==> config.mk <==
export PLATFORM = sky130hd
export DESIGN_NAME = rtc_i2c_register_access
export DESIGN_NICKNAME = d
export VERILOG_FILES = /design/src/rtl/rtc_i2c_register_access.v
export VERILOG_INCLUDE_DIRS = /design/src /design/src/pkg
export SDC_FILE = /design/constraint.sdc
export NUM_CORES = 1
export LEC_CHECK = 0
export CELL_PAD_IN_SITES_DETAIL_PLACEMENT = 0
export CELL_PAD_IN_SITES_GLOBAL_PLACEMENT = 1
export CORE_MARGIN = 4
export CORE_UTILIZATION = 45
export CTS_BUF_LIST = sky130_fd_sc_hd__clkbuf_8 sky130_fd_sc_hd__clkbuf_16
export DETAILED_ROUTE_END_ITERATION = 10
export DONT_BUFFER_PORTS = 1
export PLACE_DENSITY = 0.72
export SLEW_MARGIN = 20
export SYNTH_ARGS = -nofsm -noshare
export SYNTH_HDL_FRONTEND = slang
export SYNTH_SLANG_ARGS = --single-unit
==> constraint.sdc <==
create_clock -name ref_clk -period 3.8 [get_ports ref_clk]
set_input_delay 0.19 -clock ref_clk [delete_from_list [all_inputs] [get_ports ref_clk]]
set_output_delay 0.19 -clock ref_clk [all_outputs]
set_load 0.03 [all_outputs]
==> src/pkg/rtc_i2c_consts.vh <==
// constants for the serial register access target
// assumes inclusion by bare name from rtl files
`ifndef RTC_I2C_CONSTS_VH
`define RTC_I2C_CONSTS_VH
// device identifier, value is arbitrary
`define DEV_ID 7'h2A
`define ARRAY_TOP 8'h13
`define ARRAY_WORDS 20
`define PTR_RESET 8'h00
`define BIT_LAST 3'h7
`define BIT_FIRST 3'h0
`define FIFO_DEPTH 16
`endif

==> src/rtl/rtc_i2c_register_access.v <==
// serial target interface: byte writes and sequential reads of the register array
// assumes scl and sda pins arrive unsynchronised; ref_clk far faster than scl
// Operation
// - device acknowledges id, address and data byte of a write; the data byte only while the write queue has room.
// - after a write's data byte the interface stays busy in a wait state until stop returns it idle or start begins a new transfer.
// - device acknowledges all three instruction bytes of a read.
// - device keeps sending bytes while the controller acknowledges each one.
// - pointer loads from address byte and advances per sent byte.
// - pointer past 13h wraps to 00h, data continues.
// - upper seven id bits must match identifier; low bit selects direction.
// - pointer clears to zero at reset.
// - every byte moves most significant bit first.
`timescale 1ns/1ps
`include "rtc_i2c_consts.vh"

module sync_fifo #(
  parameter WIDTH = 8,
  parameter DEPTH = 16,
  parameter AW = 4
) (
  // clock and reset
  input wire ref_clk,
  input wire rst_n,
  // fill side
  input wire in_valid,
  output wire in_ready,
  input wire [WIDTH-1:0] in_data,
  // drain side
  output wire out_valid,
  input wire out_ready,
  output wire [WIDTH-1:0] out_data
);
  reg [WIDTH-1:0] mem [0:DEPTH-1];
  reg [AW-1:0] wr_ptr_ff;
  reg [AW-1:0] rd_ptr_ff;
  reg [AW:0] count_ff;
  wire do_wr;
  wire do_rd;

  // honest flags from the occupancy count
  assign in_ready = (count_ff != DEPTH[AW:0]);
  assign out_valid = (count_ff != {(AW+1){1'b0}});
  assign out_data = mem[rd_ptr_ff];
  assign do_wr = in_valid && in_ready;
  assign do_rd = out_valid && out_ready;

  // storage has no reset, pointers do
  always @(posedge ref_clk)
  begin
    if (do_wr)
      mem[wr_ptr_ff] <= in_data;
    if (!rst_n)
    begin
      wr_ptr_ff <= {AW{1'b0}};
      rd_ptr_ff <= {AW{1'b0}};
      count_ff <= {(AW+1){1'b0}};
    end
    else
    begin
      if (do_wr)
        wr_ptr_ff <= (wr_ptr_ff == DEPTH[AW-1:0] - 1'b1) ? {AW{1'b0}} : wr_ptr_ff + 1'b1;
      if (do_rd)
        rd_ptr_ff <= (rd_ptr_ff == DEPTH[AW-1:0] - 1'b1) ? {AW{1'b0}} : rd_ptr_ff + 1'b1;
      if (do_wr && !do_rd)
        count_ff <= count_ff + 1'b1;
      else if (do_rd && !do_wr)
        count_ff <= count_ff - 1'b1;
    end
  end
endmodule

module rtc_i2c_register_access #(
  parameter WORDS = `ARRAY_WORDS
) (
  // clock and reset
  input wire ref_clk,
  input wire rst_n,
  // serial pins
  input wire scl_in,
  input wire sda_in,
  output wire sda_out,
  output wire sda_oe,
  // stream of written bytes with their register address
  output wire wr_valid,
  input wire wr_ready,
  output wire [7:0] wr_addr,
  output wire [7:0] wr_data,
  // status
  output wire busy,
  output wire [7:0] pointer
);
  localparam ST_IDLE = 3'h0;
  localparam ST_ID = 3'h1;
  localparam ST_ADDR = 3'h2;
  localparam ST_DATA = 3'h3;
  localparam ST_SEND = 3'h4;
  localparam ST_MACK = 3'h5;
  localparam ST_WAIT = 3'h6;

  reg scl_m_ff, scl_s_ff, scl_d_ff;
  reg sda_m_ff, sda_s_ff, sda_d_ff;
  reg [2:0] state_ff;
  reg [2:0] bit_cnt_ff;
  reg [7:0] shift_ff;
  reg [7:0] ptr_ff;
  reg ack_phase_ff;
  reg byte_done_ff;
  reg ack_ok_ff;
  reg rw_ff;
  reg drive_low_ff;
  reg [7:0] mem_ff [0:WORDS-1];
  wire scl_rise, scl_fall, start_det, stop_det;
  wire [7:0] ptr_inc;
  wire fifo_in_ready;
  reg fifo_push_ff;
  reg [15:0] fifo_word_ff;
  wire [15:0] fifo_out;

  // two-flop synchronisers plus a delay stage; logic uses the second and third stages
  always @(posedge ref_clk)
  begin
    if (!rst_n)
    begin
      scl_m_ff <= 1'b1;
      scl_s_ff <= 1'b1;
      scl_d_ff <= 1'b1;
      sda_m_ff <= 1'b1;
      sda_s_ff <= 1'b1;
      sda_d_ff <= 1'b1;
    end
    else
    begin
      scl_m_ff <= scl_in;
      scl_s_ff <= scl_m_ff;
      scl_d_ff <= scl_s_ff;
      sda_m_ff <= sda_in;
      sda_s_ff <= sda_m_ff;
      sda_d_ff <= sda_s_ff;
    end
  end

  assign scl_rise = scl_s_ff && !scl_d_ff;
  assign scl_fall = !scl_s_ff && scl_d_ff;
  assign start_det = scl_s_ff && scl_d_ff && sda_d_ff && !sda_s_ff;
  assign stop_det = scl_s_ff && scl_d_ff && !sda_d_ff && sda_s_ff;
  // wrap past the top of the array
  assign ptr_inc = (ptr_ff == `ARRAY_TOP) ? `PTR_RESET : ptr_ff + 8'h01;

  // open drain: only ever pull low
  assign sda_out = 1'b0;
  assign sda_oe = drive_low_ff;
  assign busy = (state_ff != ST_IDLE);
  assign pointer = ptr_ff;

  // byte engine; samples on scl rise, changes sda on scl fall
  always @(posedge ref_clk)
  begin
    fifo_push_ff <= 1'b0;
    if (!rst_n)
    begin
      state_ff <= ST_IDLE;
      bit_cnt_ff <= `BIT_FIRST;
      shift_ff <= 8'h00;
      ptr_ff <= `PTR_RESET;
      ack_phase_ff <= 1'b0;
      byte_done_ff <= 1'b0;
      ack_ok_ff <= 1'b0;
      rw_ff <= 1'b0;
      drive_low_ff <= 1'b0;
      fifo_word_ff <= 16'h0000;
    end
    else if (start_det)
    begin
      // repeated start also lands here, pointer kept for the read
      state_ff <= ST_ID;
      byte_done_ff <= 1'b0;
      bit_cnt_ff <= `BIT_FIRST;
      ack_phase_ff <= 1'b0;
      drive_low_ff <= 1'b0;
    end
    else if (stop_det)
    begin
      state_ff <= ST_IDLE;
      drive_low_ff <= 1'b0;
    end
    else if (state_ff == ST_ID || state_ff == ST_ADDR || state_ff == ST_DATA)
    begin
      if (!ack_phase_ff && scl_rise)
      begin
        shift_ff <= {shift_ff[6:0], sda_s_ff};
        bit_cnt_ff <= bit_cnt_ff + 3'h1;
        // the wrapping count reads zero both before and after a byte, so mark a full one
        byte_done_ff <= (bit_cnt_ff == `BIT_LAST);
      end
      else if (!ack_phase_ff && scl_fall && byte_done_ff)
      begin
        // eight bits in: decide acknowledge
        ack_phase_ff <= 1'b1;
        byte_done_ff <= 1'b0;
        if (state_ff == ST_ID)
        begin
          ack_ok_ff <= (shift_ff[7:1] == `DEV_ID);
          drive_low_ff <= (shift_ff[7:1] == `DEV_ID);
          rw_ff <= shift_ff[0];
        end
        else if (state_ff == ST_DATA)
        begin
          // a full write queue refuses the byte with no acknowledge
          ack_ok_ff <= fifo_in_ready;
          drive_low_ff <= fifo_in_ready;
          if (fifo_in_ready)
          begin
            fifo_push_ff <= 1'b1;
            fifo_word_ff <= {ptr_ff, shift_ff};
          end
        end
        else
        begin
          ack_ok_ff <= 1'b1;
          drive_low_ff <= 1'b1;
          ptr_ff <= shift_ff;
        end
      end
      else if (ack_phase_ff && scl_fall)
      begin
        ack_phase_ff <= 1'b0;
        drive_low_ff <= 1'b0;
        if (!ack_ok_ff)
          state_ff <= ST_WAIT;
        else if (state_ff == ST_ID && rw_ff)
        begin
          state_ff <= ST_SEND;
          shift_ff <= mem_ff[ptr_ff[4:0]];
          drive_low_ff <= !mem_ff[ptr_ff[4:0]][7];
          bit_cnt_ff <= `BIT_FIRST;
        end
        else if (state_ff == ST_ID)
          state_ff <= ST_ADDR;
        else if (state_ff == ST_ADDR)
          state_ff <= ST_DATA;
        else
          state_ff <= ST_WAIT; // one data byte per write
      end
    end
    else if (state_ff == ST_SEND && scl_fall)
    begin
      if (bit_cnt_ff == `BIT_LAST)
      begin
        // release for the controller's acknowledge
        drive_low_ff <= 1'b0;
        state_ff <= ST_MACK;
        ptr_ff <= ptr_inc;
      end
      else
      begin
        drive_low_ff <= !shift_ff[6];
        shift_ff <= {shift_ff[6:0], 1'b0};
        bit_cnt_ff <= bit_cnt_ff + 3'h1;
      end
    end
    else if (state_ff == ST_MACK && scl_rise)
    begin
      // low means acknowledge: send another byte, else stand by for stop
      ack_ok_ff <= !sda_s_ff;
    end
    else if (state_ff == ST_MACK && scl_fall)
    begin
      if (ack_ok_ff)
      begin
        state_ff <= ST_SEND;
        shift_ff <= mem_ff[ptr_ff[4:0]];
        drive_low_ff <= !mem_ff[ptr_ff[4:0]][7];
        bit_cnt_ff <= `BIT_FIRST;
      end
      else
        state_ff <= ST_WAIT;
    end
  end

  // write queue decouples the serial side from the array update
  sync_fifo #(
    .WIDTH(16),
    .DEPTH(`FIFO_DEPTH),
    .AW(4)
  ) u_wr_fifo (
    .ref_clk(ref_clk),
    .rst_n(rst_n),
    .in_valid(fifo_push_ff),
    .in_ready(fifo_in_ready),
    .in_data(fifo_word_ff),
    .out_valid(wr_valid),
    .out_ready(wr_ready),
    .out_data(fifo_out)
  );

  assign wr_addr = fifo_out[15:8];
  assign wr_data = fifo_out[7:0];

  // array updated as the user side drains each written byte
  genvar gi;
  generate
    for (gi = 0; gi < WORDS; gi = gi + 1)
    begin : g_reg
      always @(posedge ref_clk)
      begin
        if (!rst_n)
          mem_ff[gi] <= 8'h00;
        else if (wr_valid && wr_ready && fifo_out[15:8] == gi)
          mem_ff[gi] <= fifo_out[7:0];
      end
    end
  endgenerate
endmodule

# [Word level (Yosys, flattened, before mapping)]
# Memory sizes are Yosys's and may differ from the RTL's. A register that Yosys moved wholly into a read port is not among the register bits.
# Cells that the tools add are included.
[word_totals] regBits=63 latch_bits=0 mem_bits_rw=416 mem_bits_ro=0 in_bits=5 out_inout_bits=28 wordCells=342 n_memories=2
[classes] n_addsub=6 n_mul=0 div=0 order_cmp=0 eq_ne=50 shift=0 mux=159 bitwise_logic=28 n_reduce_logical=76
[mem_list] name="u_wr_fifo.mem" words=16 word_bits=16 rd=1 rd_ports_with_merged_regs=1 wr=1 line="rtc_i2c_register_access.v:33" text="reg [WIDTH-1:0] mem [0:DEPTH-1];"
[mem_list] name="mem_ff" words=20 word_bits=8 rd=1 rd_ports_with_merged_regs=1 wr=20 line="rtc_i2c_register_access.v:111" text="reg [7:0] mem_ff [0:WORDS-1];"
[op_table] operator="$mux W8" count=39
[op_table] operator="$mux W1" count=88
[op_table] operator="$mux W3" count=23
[op_table] operator="$eq A8 B4 Y1 const B" count=8
[op_table] operator="$eq A8 B5 Y1 const B" count=5
[op_table] operator="$logic_and A1 B1 Y1" count=39
[op_table] operator="$eq A8 B3 Y1 const B" count=4
[op_table] operator="$reduce_and A6 Y1" count=4
[op_table] operator="$mux W5" count=4
[op_table] operator="$or A1 B1 Y1" count=20
[op_table] operator="$eq A8 B2 Y1 const B" count=2
[op_table] operator="$mux W4" count=4
[op_table] operator="$reduce_and A8 Y1" count=2
[op_table] operator="$reduce_bool A2 Y1" count=6
[op_table] operator="$ne A2 B2 Y1 const B" count=5
[op_table] operator="$ne A5 B5 Y1 const B" count=2
[op_table] operator="$reduce_and A10 Y1" count=1
[op_table] operator="$reduce_bool A5 Y1" count=2
[op_table] operator="$eq A3 B3 Y1 const B" count=3
[op_table] operator="$logic_not A1 Y1" count=9
[op_table] operator="$ne A3 B1 Y1 const B" count=3
[op_table] operator="$ne A3 B3 Y1 const B" count=3
[op_table] operator="$reduce_and A9 Y1" count=1
[op_table] operator="$reduce_bool A3 Y1" count=3
[op_table] operator="25 further kinds" count=39

# [Depth between registers and ports, before layout]
# Gate-level depths: netlist (run 1).
[logic_depth] word_depth=11 mapped_depth=11 depth_no_buf=11

# [By module]
# A second synthesis (run 1) with hierarchy kept.
[unflattened] cells_unflattened=1357 hier_area_um2=20772.4
[modules_own_cells] mod="sync_fifo" instances=1 cells_each=506 area_each_um2=10557.6 seq_area_each_um2=8027.7
[modules_own_cells] mod="rtc_i2c_register_access" instances=1 cells_each=851 area_each_um2=10214.8 seq_area_each_um2=5905.7

# [Least setup slack after synthesis (run 1)]
# No wires, ideal clock.
[synth_path] path_type="reg2reg" startpoint="register with a tool-made name" endpoint="memory mem_ff[16][0], enable pin" setup_ns=0.398 arrival_ns=3.167 t_required_ns=3.402 slack_ns=0.235 stages_incl_launch_ff=9 n_path_buf=3 synth_period_minus_slack_ns=3.565 path_cell_list="dfxtp_1 -> buf_4 -> buf_4 -> buf_2 -> mux4_2 -> o22ai_1 -> nor2_1 -> or2_1 -> o41ai_1"
[synth_lines] item="end, declared" line="rtc_i2c_register_access.v:111"

==> metrics.md, run 1 <==
| Metric | Value |
|---|---|
| Status | `completed` |
| Initial DRC count | `1339` |
| Largest net degree at the start of global routing | `126` |
| Number of buffers and inverters on the critical path | `2` |
| Vias in the first global route | `12280` |
| Initial cell density of the core | `0.458` |
| Area of the multi-input gates | `6670 um2` |
| Vias | `12464` |
| Worst vdd ir | `0.000439 V` |
| Routed WL | `53900 um` |
| Hold crit path type | `input pin to flip-flop` |
| Most frequent cells in the layout | `416 x edfxtp_1, 142 x nor3_1, 107 x nand2_1` |
| PortBufs | `0` |
| Min Hold Slack | `15.7 ps` |
| Async SR Flop Fraction | `0` |
| Area grow syn2layout | `12.5%` |
| Longest Clk Path Bufs | `3` |
| FMAX | `0.306 GHz` |
| Fin Clk Skew | `28.2 ps` |
| CTS clk-pin slew, worst paths | `60 ps` |
| Initial antenna violation count | `1` |
| Synth warnings | `0` |
| Layout fillers | `3738` |
| Critical-path cell list | `mux4_1 > a22o_1 > a221oi_1 > buf_4 > nand4bb_4 > buf_12 > nor3_1` |
| Core Rows | `78` |
| Register area share after synthesis | `0.664` |
| Synth top area cells | `edfxtp_1 60%, mux4_2 11%, dfxtp_1 6.9%` |
| Minimum clock period | `3270 ps` |
| CTS root buf | `clkbuf_16` |
| Layout cell share with drive strength beyond 1 | `0.201` |
| Max-slew headroom | `0.357` |
| Vias per inst | `6.14` |
| GRT met2 Usage | `0.344` |
| DIE AREA | `50100 um2` |
| Top Family by Delay on Critical Path | `simple AND/OR/NAND/NOR gates` |
| Final setup vio count | `0` |
| Yosys cell types | `76` |
| CTS tree | `done` |
| Worst-skew pair later-pin latency | `590 ps` |
| Synthesized flop and latch total | `488` |
| Setup TNS | `0 ps` |
| Core Area | `45800 um2` |
| DR pass1 iterations | `6` |
| P per Cell Area | `544 nW/um2` |
| Critical Path Slowest Stage Cell | `dfxtp_4` |
| Met3 Use GR | `0.0516` |
| Period utilization | `0.861` |
| Grt met1 use | `0.289` |
| Crit path required time | `4210 ps` |
| Worst-Margin Slew | `960 ps` |
| ANT cells | `0` |
| Clock sink count | `488` |
| Startpoint types | `flip-flop` |
| Max-cap violations | `0` |
| Overflow after GRT | `0` |
| Critical path type | `flip-flop to flip-flop` |
| Avg Cell Area, Syn | `15.4 um2` |
| Mapped Cells | `1363` |
| Crit-path max cell delay | `620 ps` |
| Flop pwr share | `0.469` |
| Post-synth EDFFs | `416` |
| GPL Wtd Cong | `0.865` |
| DR DRC count | `0` |
| I/O pins | `33` |
| Combinational power share | `0.169` |
| CTS buffer count | `48` |
| H-tree depth | `2` |
| Synth area leader | `edfxtp_1` |
| Wire per inst | `26.5 um` |
| Final Slew Violations | `0` |
| Syn Nets | `1381` |
| Hpwl dp | `33700 um` |
| Synth top area share | `0.595` |
| CP max FO | `125` |
| Min-Delay Path Depth | `2` |
| GRT busiest layer | `met2` |
| Static leakage | `7.49 nW` |
| Clk pwr share | `0.362` |
| Commonest non-fill, non-tap cell in the layout | `edfxtp_1` |
| Storage element area | `13900 um2` |
| Final hold viol count | `0` |
| Overall Global Routing Usage | `0.212` |
| Worst setup EP type | `flip-flop` |
| DRT antenna net count | `0` |
| Nets | `1412` |
| Stages on worst setup path | `7` |
| First-pass GRT wire length | `79700 um` |
| Main flop type after synthesis | `edfxtp_1` |
| Syn Std Cell Area | `21000 um2` |
| Register-to-Register Path Depth | `7` |
| Chip width | `224 um` |
| CP Data Arrival Time | `3680 ps` |
| Sw frac | `0.276` |
| Hold-fix buffers at CTS | `10` |
| Psw | `3.54 mW` |
| RSZ-0062 raised after global routing | `no` |
| Internal | `9.29 mW` |
| PostCTS Resize Cnt | `0` |
| Die H | `224 um` |
| Setup repair bufs after CTS | `0` |
metrics by stage:
| stage | instance area, um2 | setup slack (ps) | power, mW | cells | utilization |
|---|---|---|---|---|---|
| floorplan | 21000 | 235 | 7.62 | 1363 | - |
| global placement | 22000 | 585 | 8.25 | 1934 | 0.480 |
| detailed placement | 22000 | 552 | 8.28 | 1934 | 0.480 |
| CTS | 23600 | 532 | 12.9 | 2030 | 0.516 |
| global route | 23600 | 366 | 13.3 | 2030 | 0.516 |
| finish | 23600 | 527 | 12.8 | 2030 | 0.516 |
registers in the layout (all words and copies together), names as in the netlist, 4 cells and up, named ones only:
name                 count
u_wr_fifo.mem          256
mem_ff                 160
fifo_word_ff            16
pointer                  8
shift_ff                 8
u_wr_fifo.count_ff       5
u_wr_fifo.rd_ptr_ff      4
u_wr_fifo.wr_ptr_ff      4
path summary, 6_finish.rpt:
| check | to | start | slack, ps |
|---|---|---|---|
| setup / recovery | mem_ff[1][6]$_SDFFCE_PN0P_ | flip-flop | 530 |
| hold / removal | mem_ff[11][0]$_SDFFCE_PN0P_ | rst_n | 20 |
| setup reg to reg | mem_ff[1][6]$_SDFFCE_PN0P_ | flip-flop | 530 |
| hold reg to reg | scl_s_ff$_SDFF_PN1_ | scl_m_ff$_SDFF_PN1_ | 410 |
kinds of logic after synthesis:
group | share of synthesized area
flops | 0.664
xor+xnor | 0.00417
fa+ha+maj | 0.00811
simple gates | 0.102
mux | 0.143
compound gates | 0.0548
buf+inv | 0.0236
other cells | 0.000179
Yosys cell counts, types with 6 or more instances:
master / instances
nand2b_1: 20
edfxtp_1: 416
dfxtp_1: 72
nor2_1: 65
o31a_1: 6
a22oi_1: 7
and3_1: 8
inv_1: 13
nor3_1: 147
o21ai_0: 18
o31ai_1: 21
nand2_1: 107
a21oi_1: 46
clkbuf_1: 59
nor2b_1: 8
mux2i_1: 12
and2_1: 8
buf_2: 25
nor4_1: 33
mux2_2: 8
mux4_1: 18
mux4_2: 103
buf_1: 6
nand3_1: 13
ha_1: 12
xnor2_1: 6
power by group through the flow:
stage | combinational, mW | clock (mW) | sequential [mW]
2_1_floorplan | 1.59 | 0 | 6.03
3_3_place_gp | 2.12 | 0 | 6.13
3_5_place_dp | 2.14 | 0 | 6.13
4_1_cts | 2.17 | 4.71 | 6.02
5_1_grt | 2.32 | 4.97 | 6.03
6_report | 2.17 | 4.65 | 6.02
cell type report:
class | instances | area share
Sequential cell | 488 | 0.591
Clock inverter | 35 | 0.0112
Inverter | 14 | 0.00223
Multi-Input combinational cell | 764 | 0.283
Clock buffer | 51 | 0.0536
Tap cell | 600 | 0.0318
Timing Repair Buffer | 78 | 0.0279
layer usage:
| metal | share of wire | vias up |
|---|---|---|
| met3 | 0.090 | 91 |
| met2 | 0.49 | 522 |
| li1 | - | 5497 |
| met4 | 0.025 | 0 |
| met5 | 0 | - |
| met1 | 0.40 | 6354 |
(Power assumes the default switching activity.)
==> run 2: changes to the inputs <==
--- a/config.mk
+++ b/config.mk
@@ -8,7 +8,7 @@
 export LEC_CHECK = 0
 export CELL_PAD_IN_SITES_DETAIL_PLACEMENT = 0
 export CELL_PAD_IN_SITES_GLOBAL_PLACEMENT = 1
-export CORE_MARGIN = 4
+export CORE_MARGIN = 8
 export CORE_UTILIZATION = 45
 export CTS_BUF_LIST = sky130_fd_sc_hd__clkbuf_8 sky130_fd_sc_hd__clkbuf_16
 export DETAILED_ROUTE_END_ITERATION = 10
==> run 2 against run 1 <==
Compared with the run above: sequential power about the same; clock skew down 8.9 ps; sequential share of layout area down 0.20 points; wire length up 2.4%; non-clock buffer count up 1; setup slack worse by 330 ps; clock-buffer cell count up 2; clock power up 4%; die area up 7.3%; worst hold slack better by 31 ps; critical path depth unchanged; critical path type unchanged; critical endpoint is now mem_ff[16][1]$_SDFFCE_PN0P_; largest cell class unchanged.
==> metrics.md, run 2 (synthesized netlist as in run 1, its figures left out) <==
| Metric | Value |
|---|---|
| Routed WL | `55200 um` |
| Crit path required time | `4090 ps` |
| Setup repair bufs after CTS | `0` |
| DR pass1 iterations | `7` |
| CTS tree | `done` |
| Static leakage | `7.51 nW` |
| DIE AREA | `53800 um2` |
| Critical-path cell list | `buf_4 > mux4_1 > o22ai_1 > nor2_1 > or2_1 > o41ai_2 > buf_4` |
| Max-cap violations | `0` |
| Nets | `1415` |
| Regs by FF count | `u_wr_fifo.mem (256), mem_ff (160), fifo_word_ff (16)` |
| Hold crit path type | `input pin to flip-flop` |
| Vias | `12584` |
| Commonest non-fill, non-tap cell in the layout | `edfxtp_1` |
| Period utilization | `0.949` |
| Longest Clk Path Bufs | `3` |
| Initial DRC count | `1257` |
| Most frequent cells in the layout | `416 x edfxtp_1, 142 x nor3_1, 107 x nand2_1` |
| ANT cells | `0` |
| Clock sink count | `488` |
| Largest net degree at the start of global routing | `97` |
| Startpoint types | `flip-flop` |
| Chip width | `232 um` |
| PortBufs | `0` |
| Setup ws final | `194 ps` |
| FMAX | `0.277 GHz` |
| DR DRC count | `0` |
| Vias in the first global route | `12345` |
| CTS root buf | `clkbuf_16` |
| CTS clk-pin slew, worst paths | `60 ps` |
| Wire per inst | `27.0 um` |
| Layout cell share with drive strength beyond 1 | `0.205` |
| Setup TNS | `0 ps` |
| Initial antenna violation count | `2` |
| Worst-Margin Slew | `1010 ps` |
| Final Cell Area | `23700 um2` |
| H-tree depth | `2` |
| Area grow syn2layout | `12.9%` |
| Overall Global Routing Usage | `0.205` |
| Core Area | `46300 um2` |
| Max FFs per register | `256` |
| CTS buffer count | `50` |
| Final hold viol count | `0` |
| Die H | `232 um` |
| Worst-skew pair later-pin latency | `590 ps` |
| Critical Path Slowest Stage Cell | `dfxtp_4` |
| CP Data Arrival Time | `3890 ps` |
| Worst setup EP type | `flip-flop` |
| Core Rows | `79` |
| Largest Register | `u_wr_fifo.mem` |
| Number of buffers and inverters on the critical path | `2` |
| CP max FO | `26` |
| First-pass GRT wire length | `81400 um` |
| Crit-path max cell delay | `660 ps` |
| P per Cell Area | `554 nW/um2` |
| Vias per inst | `6.16` |
| Placement Cell Area | `22000 um2` |
| Final setup vio count | `0` |
| DRT antenna net count | `0` |
| CP dominant cell by count | `buf_4` |
| Top Family by Delay on Critical Path | `compound AO/OA/AOI/OAI gates` |
| Minimum clock period | `3610 ps` |
| Max-slew headroom | `0.328` |
| GPL Wtd Cong | `0.893` |
| I/O pins | `33` |
| Status | `completed` |
| Critical path type | `flip-flop to flip-flop` |
| Final Slew Violations | `0` |
| Overflow after GRT | `0` |
| Initial cell density of the core | `0.454` |
| Worst vdd ir | `0.000520 V` |
| Dpl ws | `208 ps` |
| Fin Clk Skew | `19.4 ps` |
| RSZ-0062 raised after global routing | `no` |
| Hpwl dp | `34700 um` |
[run 2: cell count changes in the layout (fill, tap and decap cells not counted), moves of 2 or more]
cell	delta
clkinv_1	+7
inv_6	+2
dlygate4sd3_1	-5
buf_4	+6
clkinv_2	-4
clkinvlp_4	+2
inv_1	-4
[run 2: layout make-up]
cell class,instances,area (um2)
clock inverters,38,303
flip-flops and latches,488,13900
inverters,14,52.6
clock buffers,53,1300
fillers,3866,22600
repair buffers,79,653
well taps,607,759
multi-input cells,764,6670
[run 2: worst reg2reg max path, cell delays in order (launching register included)]
cell and delay [ps]:
dfxtp_4 660, buf_4 460, mux4_1 640, o22ai_1 410
nor2_1 160, or2_1 400, o41ai_2 330, buf_4 230
[run 2: report_power, final]
part           switching [mW]  total (mW)  internal, mW
clock                    2.03        4.83          2.80
sequential              0.156        6.02          5.87
combinational            1.47        2.27         0.798
total                    3.65        13.1          9.47
[run 2: timing repair]
action                                 CTS  global route
hold buffers                             5             0
endpoints found under the hold margin  184             0
resized for setup                        0             0
[run 2: routing by layer]
metal  vias to the layer above  global-route usage  routed length [um]
met3                       122              0.0374                3950
met2                       463               0.329               26600
met4                         2              0.0858                2100
met1                      6474               0.272               22500
li1                       5523                   -                   -
met5                         -                   0                  11
[run 2: final timing paths]
kind	from	depth (start not counted)	slack (ps)	to
max	flip-flop	7	190	mem_ff[16][1]$_SDFFCE_PN0P_
min	rst_n	2	50	u_wr_fifo.wr_ptr_ff[1]$_SDFFE_PN0P_
max reg2reg	flip-flop	7	190	mem_ff[16][1]$_SDFFCE_PN0P_
min reg2reg	sda_m_ff$_SDFF_PN1_	1	400	sda_s_ff$_SDFF_PN1_
[run 2: through the flow]
step                      std cells  power, mW  hold slack, ps   util
after global routing           2043       13.5            67.7  0.512
after CTS                      2043       13.2            15.6  0.512
final                          2043       13.1            46.9  0.512
after global placement         1947       8.36             288  0.476
after detailed placement       1947       8.37             292  0.476
after floorplan                1363       7.62             291      -
==> run 3: changes to the inputs <==
--- a/config.mk
+++ b/config.mk
@@ -6,14 +6,16 @@
 export SDC_FILE = /design/constraint.sdc
 export NUM_CORES = 1
 export LEC_CHECK = 0
+export ABC_AREA = 1
+export BUFFER_PORTS_ARGS = -buffer_cell sky130_fd_sc_hd__buf_2
 export CELL_PAD_IN_SITES_DETAIL_PLACEMENT = 0
 export CELL_PAD_IN_SITES_GLOBAL_PLACEMENT = 1
 export CORE_MARGIN = 8
 export CORE_UTILIZATION = 45
 export CTS_BUF_LIST = sky130_fd_sc_hd__clkbuf_8 sky130_fd_sc_hd__clkbuf_16
 export DETAILED_ROUTE_END_ITERATION = 10
-export DONT_BUFFER_PORTS = 1
-export PLACE_DENSITY = 0.72
+export PLACE_DENSITY = 0.76
+export SETUP_SLACK_MARGIN = 0.4
 export SLEW_MARGIN = 20
 export SYNTH_ARGS = -nofsm -noshare
 export SYNTH_HDL_FRONTEND = slang
==> run 3 against run 2 <==
Compared with the run above: sequential share of layout area increased by 0.41 points; combinational power increased by 37%; global-route usage decreased by 0.41 points; critical path type unchanged; largest cell class unchanged; highest routed layer is now met4.
==> metrics.md, run 3 <==
| Metric | Value |
|---|---|
| Clk pwr share | `0.349` |
| DIE AREA | `53900 um2` |
| Vias in the first global route | `14204` |
| Layout cell share with drive strength beyond 1 | `0.120` |
| Synth top area cells | `edfxtp_1 59%, nor2_1 7.3%, dfxtp_1 6.9%` |
| Worst setup EP type | `flip-flop` |
| Final setup vio count | `0` |
| CTS buffer count | `49` |
| PortBufs | `31` |
| Minimum clock period | `3000 ps` |
| Longest Clk Path Bufs | `3` |
| CTS tree | `done` |
| Main flop type after synthesis | `edfxtp_1` |
| Final Util | `0.507` |
| Worst vdd ir | `0.000468 V` |
| Combinational power share | `0.221` |
| Worst-skew pair later-pin latency | `590 ps` |
| Flop pwr share | `0.430` |
| DRT antenna net count | `0` |
| Max FFs per register | `256` |
| Hold crit path type | `input pin to flip-flop` |
| GPL Wtd Cong | `0.892` |
| RSZ-0062 raised after global routing | `no` |
| CTS clk-pin slew, worst paths | `60 ps` |
| Setup TNS | `0 ps` |
| CP Data Arrival Time | `3240 ps` |
| Avg Cell Area, Syn | `10.6 um2` |
| Syn Nets | `1998` |
| Core Area | `46400 um2` |
| Initial DRC count | `1390` |
| Async SR Flop Fraction | `0` |
| P per Cell Area | `599 nW/um2` |
| Most frequent cells in the layout | `416 x edfxtp_1, 394 x nor2_1, 261 x nand2_1` |
| Synth top area share | `0.594` |
| Overflow after GRT | `0` |
| Initial cell density of the core | `0.454` |
| Routed WL | `54400 um` |
| Synth cell count leaders | `416 x edfxtp_1, 410 x nor2_1, 261 x nand2_1` |
| DR pass1 iterations | `7` |
| DR DRC count | `0` |
| Register-to-Register Path Depth | `11` |
| Synth warnings | `0` |
| Status | `completed` |
| Regs by FF count | `u_wr_fifo.mem (256), mem_ff (160), fifo_word_ff (16)` |
| CP max FO | `82` |
| Crit path required time | `4040 ps` |
| Die H | `232 um` |
| Largest Register | `u_wr_fifo.mem` |
| Static leakage | `8.53 nW` |
| Wire per inst | `20.6 um` |
| Final Slew Violations | `0` |
| Yosys cell types | `42` |
| First-pass GRT wire length | `83200 um` |
| FMAX | `0.333 GHz` |
| Register area share after synthesis | `0.662` |
| Commonest non-fill, non-tap cell in the layout | `edfxtp_1` |
| Max-cap violations | `0` |
| PostCTS Resize Cnt | `0` |
| Min-Delay Path Depth | `2` |
| Synth area leader | `edfxtp_1` |
| R2R Path End | `mem_ff[15][5]$_SDFFCE_PN0P_` |
| Area grow syn2layout | `11.8%` |
| Largest net degree at the start of global routing | `85` |
| Internal | `9.51 mW` |
| Max-slew headroom | `0.255` |
| Fin Clk Skew | `23.6 ps` |
| Psw | `4.56 mW` |
| HP Start | `rst_n` |
| Min Hold Slack | `174 ps` |
| Critical path type | `flip-flop to flip-flop` |
| Vias per inst | `5.59` |
| Hpwl dp | `33200 um` |
| I/O pins | `33` |
| H-tree depth | `2` |
| Initial antenna violation count | `0` |
| Hold EP | `sda_d_ff$_SDFF_PN1_` |
| Core Rows | `79` |
| Worst-Margin Slew | `1120 ps` |
| Total power | `14.1 mW` |
| ANT cells | `0` |
| Nets | `2012` |
| Clock sink count | `488` |
| Syn Std Cell Area | `21000 um2` |
| Final hold viol count | `0` |
| CTS root buf | `clkbuf_16` |
| Chip width | `232 um` |
| Startpoint types | `flip-flop` |
| Sw frac | `0.324` |
| R2r setup slk | `800 ps` |
| Most common cell in the netlist | `edfxtp_1` |
| Mapped Cells | `1980` |
| Vias | `14768` |
| Overall Global Routing Usage | `0.200` |
| Period utilization | `0.789` |
| Synthesized flop and latch total | `488` |
| Post-synth EDFFs | `416` |
[run 3: changes by cell type after synthesis, moves of 47 or more]
| cell | change |
|---|---|
| inv_1 | +97 |
| mux4_2 | -103 |
| nand2_1 | +154 |
| nand3_1 | +124 |
| nor2_1 | +345 |
| nor3_1 | -137 |
| o211ai_1 | +47 |
| o21ai_0 | +161 |
[run 3: kinds of logic after synthesis]
| kind of cell | count (synthesis) | synth area share |
|---|---|---|
| and+or+nand+nor | 893 | 0.186 |
| DFF | 488 | 0.662 |
| AOI/OAI and AO/OA | 351 | 0.0972 |
| buffers and inverters | 229 | 0.0446 |
| adders and majority gates | 13 | 0.00809 |
| xor gates and xnor gates | 5 | 0.00208 |
| other | 1 | 0.000178 |
[run 3: through the flow]
| step | cells | area [um2] | setup slack (ps) |
|---|---|---|---|
| 2_1_floorplan | 1980 | 21000 | 1230 |
| 3_3_place_gp | 2548 | 21800 | 852 |
| 3_5_place_dp | 2548 | 21800 | 837 |
| 4_1_cts | 2641 | 23500 | 829 |
| 5_1_grt | 2641 | 23500 | 454 |
| 6_report | 2641 | 23500 | 800 |
[run 3: how the worst max path moves through the flow]
stage / startpoint / endpoint / slack [ps] / cells past startpoint
4_1_cts: flip-flop / mem_ff[15][2]$_SDFFCE_PN0P_ / 830 / 11
5_1_grt: state_ff[0]$_SDFFE_PN0P_ / shift_ff[1]$_SDFFE_PN0P_ / 450 / 9
3_3_place_gp: flip-flop / mem_ff[15][6]$_SDFFCE_PN0P_ / 850 / 11
2_1_floorplan: u_wr_fifo.count_ff[1]$_SDFFE_PN0P_ / u_wr_fifo.count_ff[4]$_SDFFE_PN0P_ / 1230 / 13
3_5_place_dp: flip-flop / mem_ff[15][6]$_SDFFCE_PN0P_ / 840 / 11
6_report: flip-flop / mem_ff[15][5]$_SDFFCE_PN0P_ / 800 / 11
[run 3: power by group through the flow]
| stage | Clock, mW | Sequential, mW | Combinational [mW] |
|---|---|---|---|
| 3_5_place_dp | 0 | 6.16 | 3.09 |
| 3_3_place_gp | 0 | 6.16 | 3.07 |
| 4_1_cts | 4.98 | 6.05 | 3.11 |
| 2_1_floorplan | 0 | 6.13 | 2.17 |
| 5_1_grt | 5.18 | 6.07 | 3.40 |
| 6_report | 4.91 | 6.05 | 3.11 |
[run 3: critical path, cell delays in order (launching register included)]
cell	delay, ps
dfxtp_4	350
buf_4	650
nand2_1	110
nand3_1	110
nand3_1	80
nand3_1	110
nand2_1	110
nor2_4	170
nand3_4	190
nor2_4	300
nand2_1	110
nand2_1	310
[run 3: what timing repair did]
action                    CTS  global route
hold buffers                2             0
hold endpoints to repair    2             0
setup buffers               0             0
[run 3: layout make-up]
class	count	area [um2]
sequential	488	13900
multi-input combinational	1263	6210
fill	4033	22800
clock inverter	39	393
tap	607	759
inverter	116	437
clock buffer	52	1270
timing repair buffer	76	510
[run 3: routing by layer]
layer  track usage  vias to the layer above  wire [um]
met5             0                        -          0
met4        0.0608                        0       1460
met3        0.0348                      104       3520
met2         0.322                      520      25600
met1         0.276                     7209      23900
li1              -                     6935          -
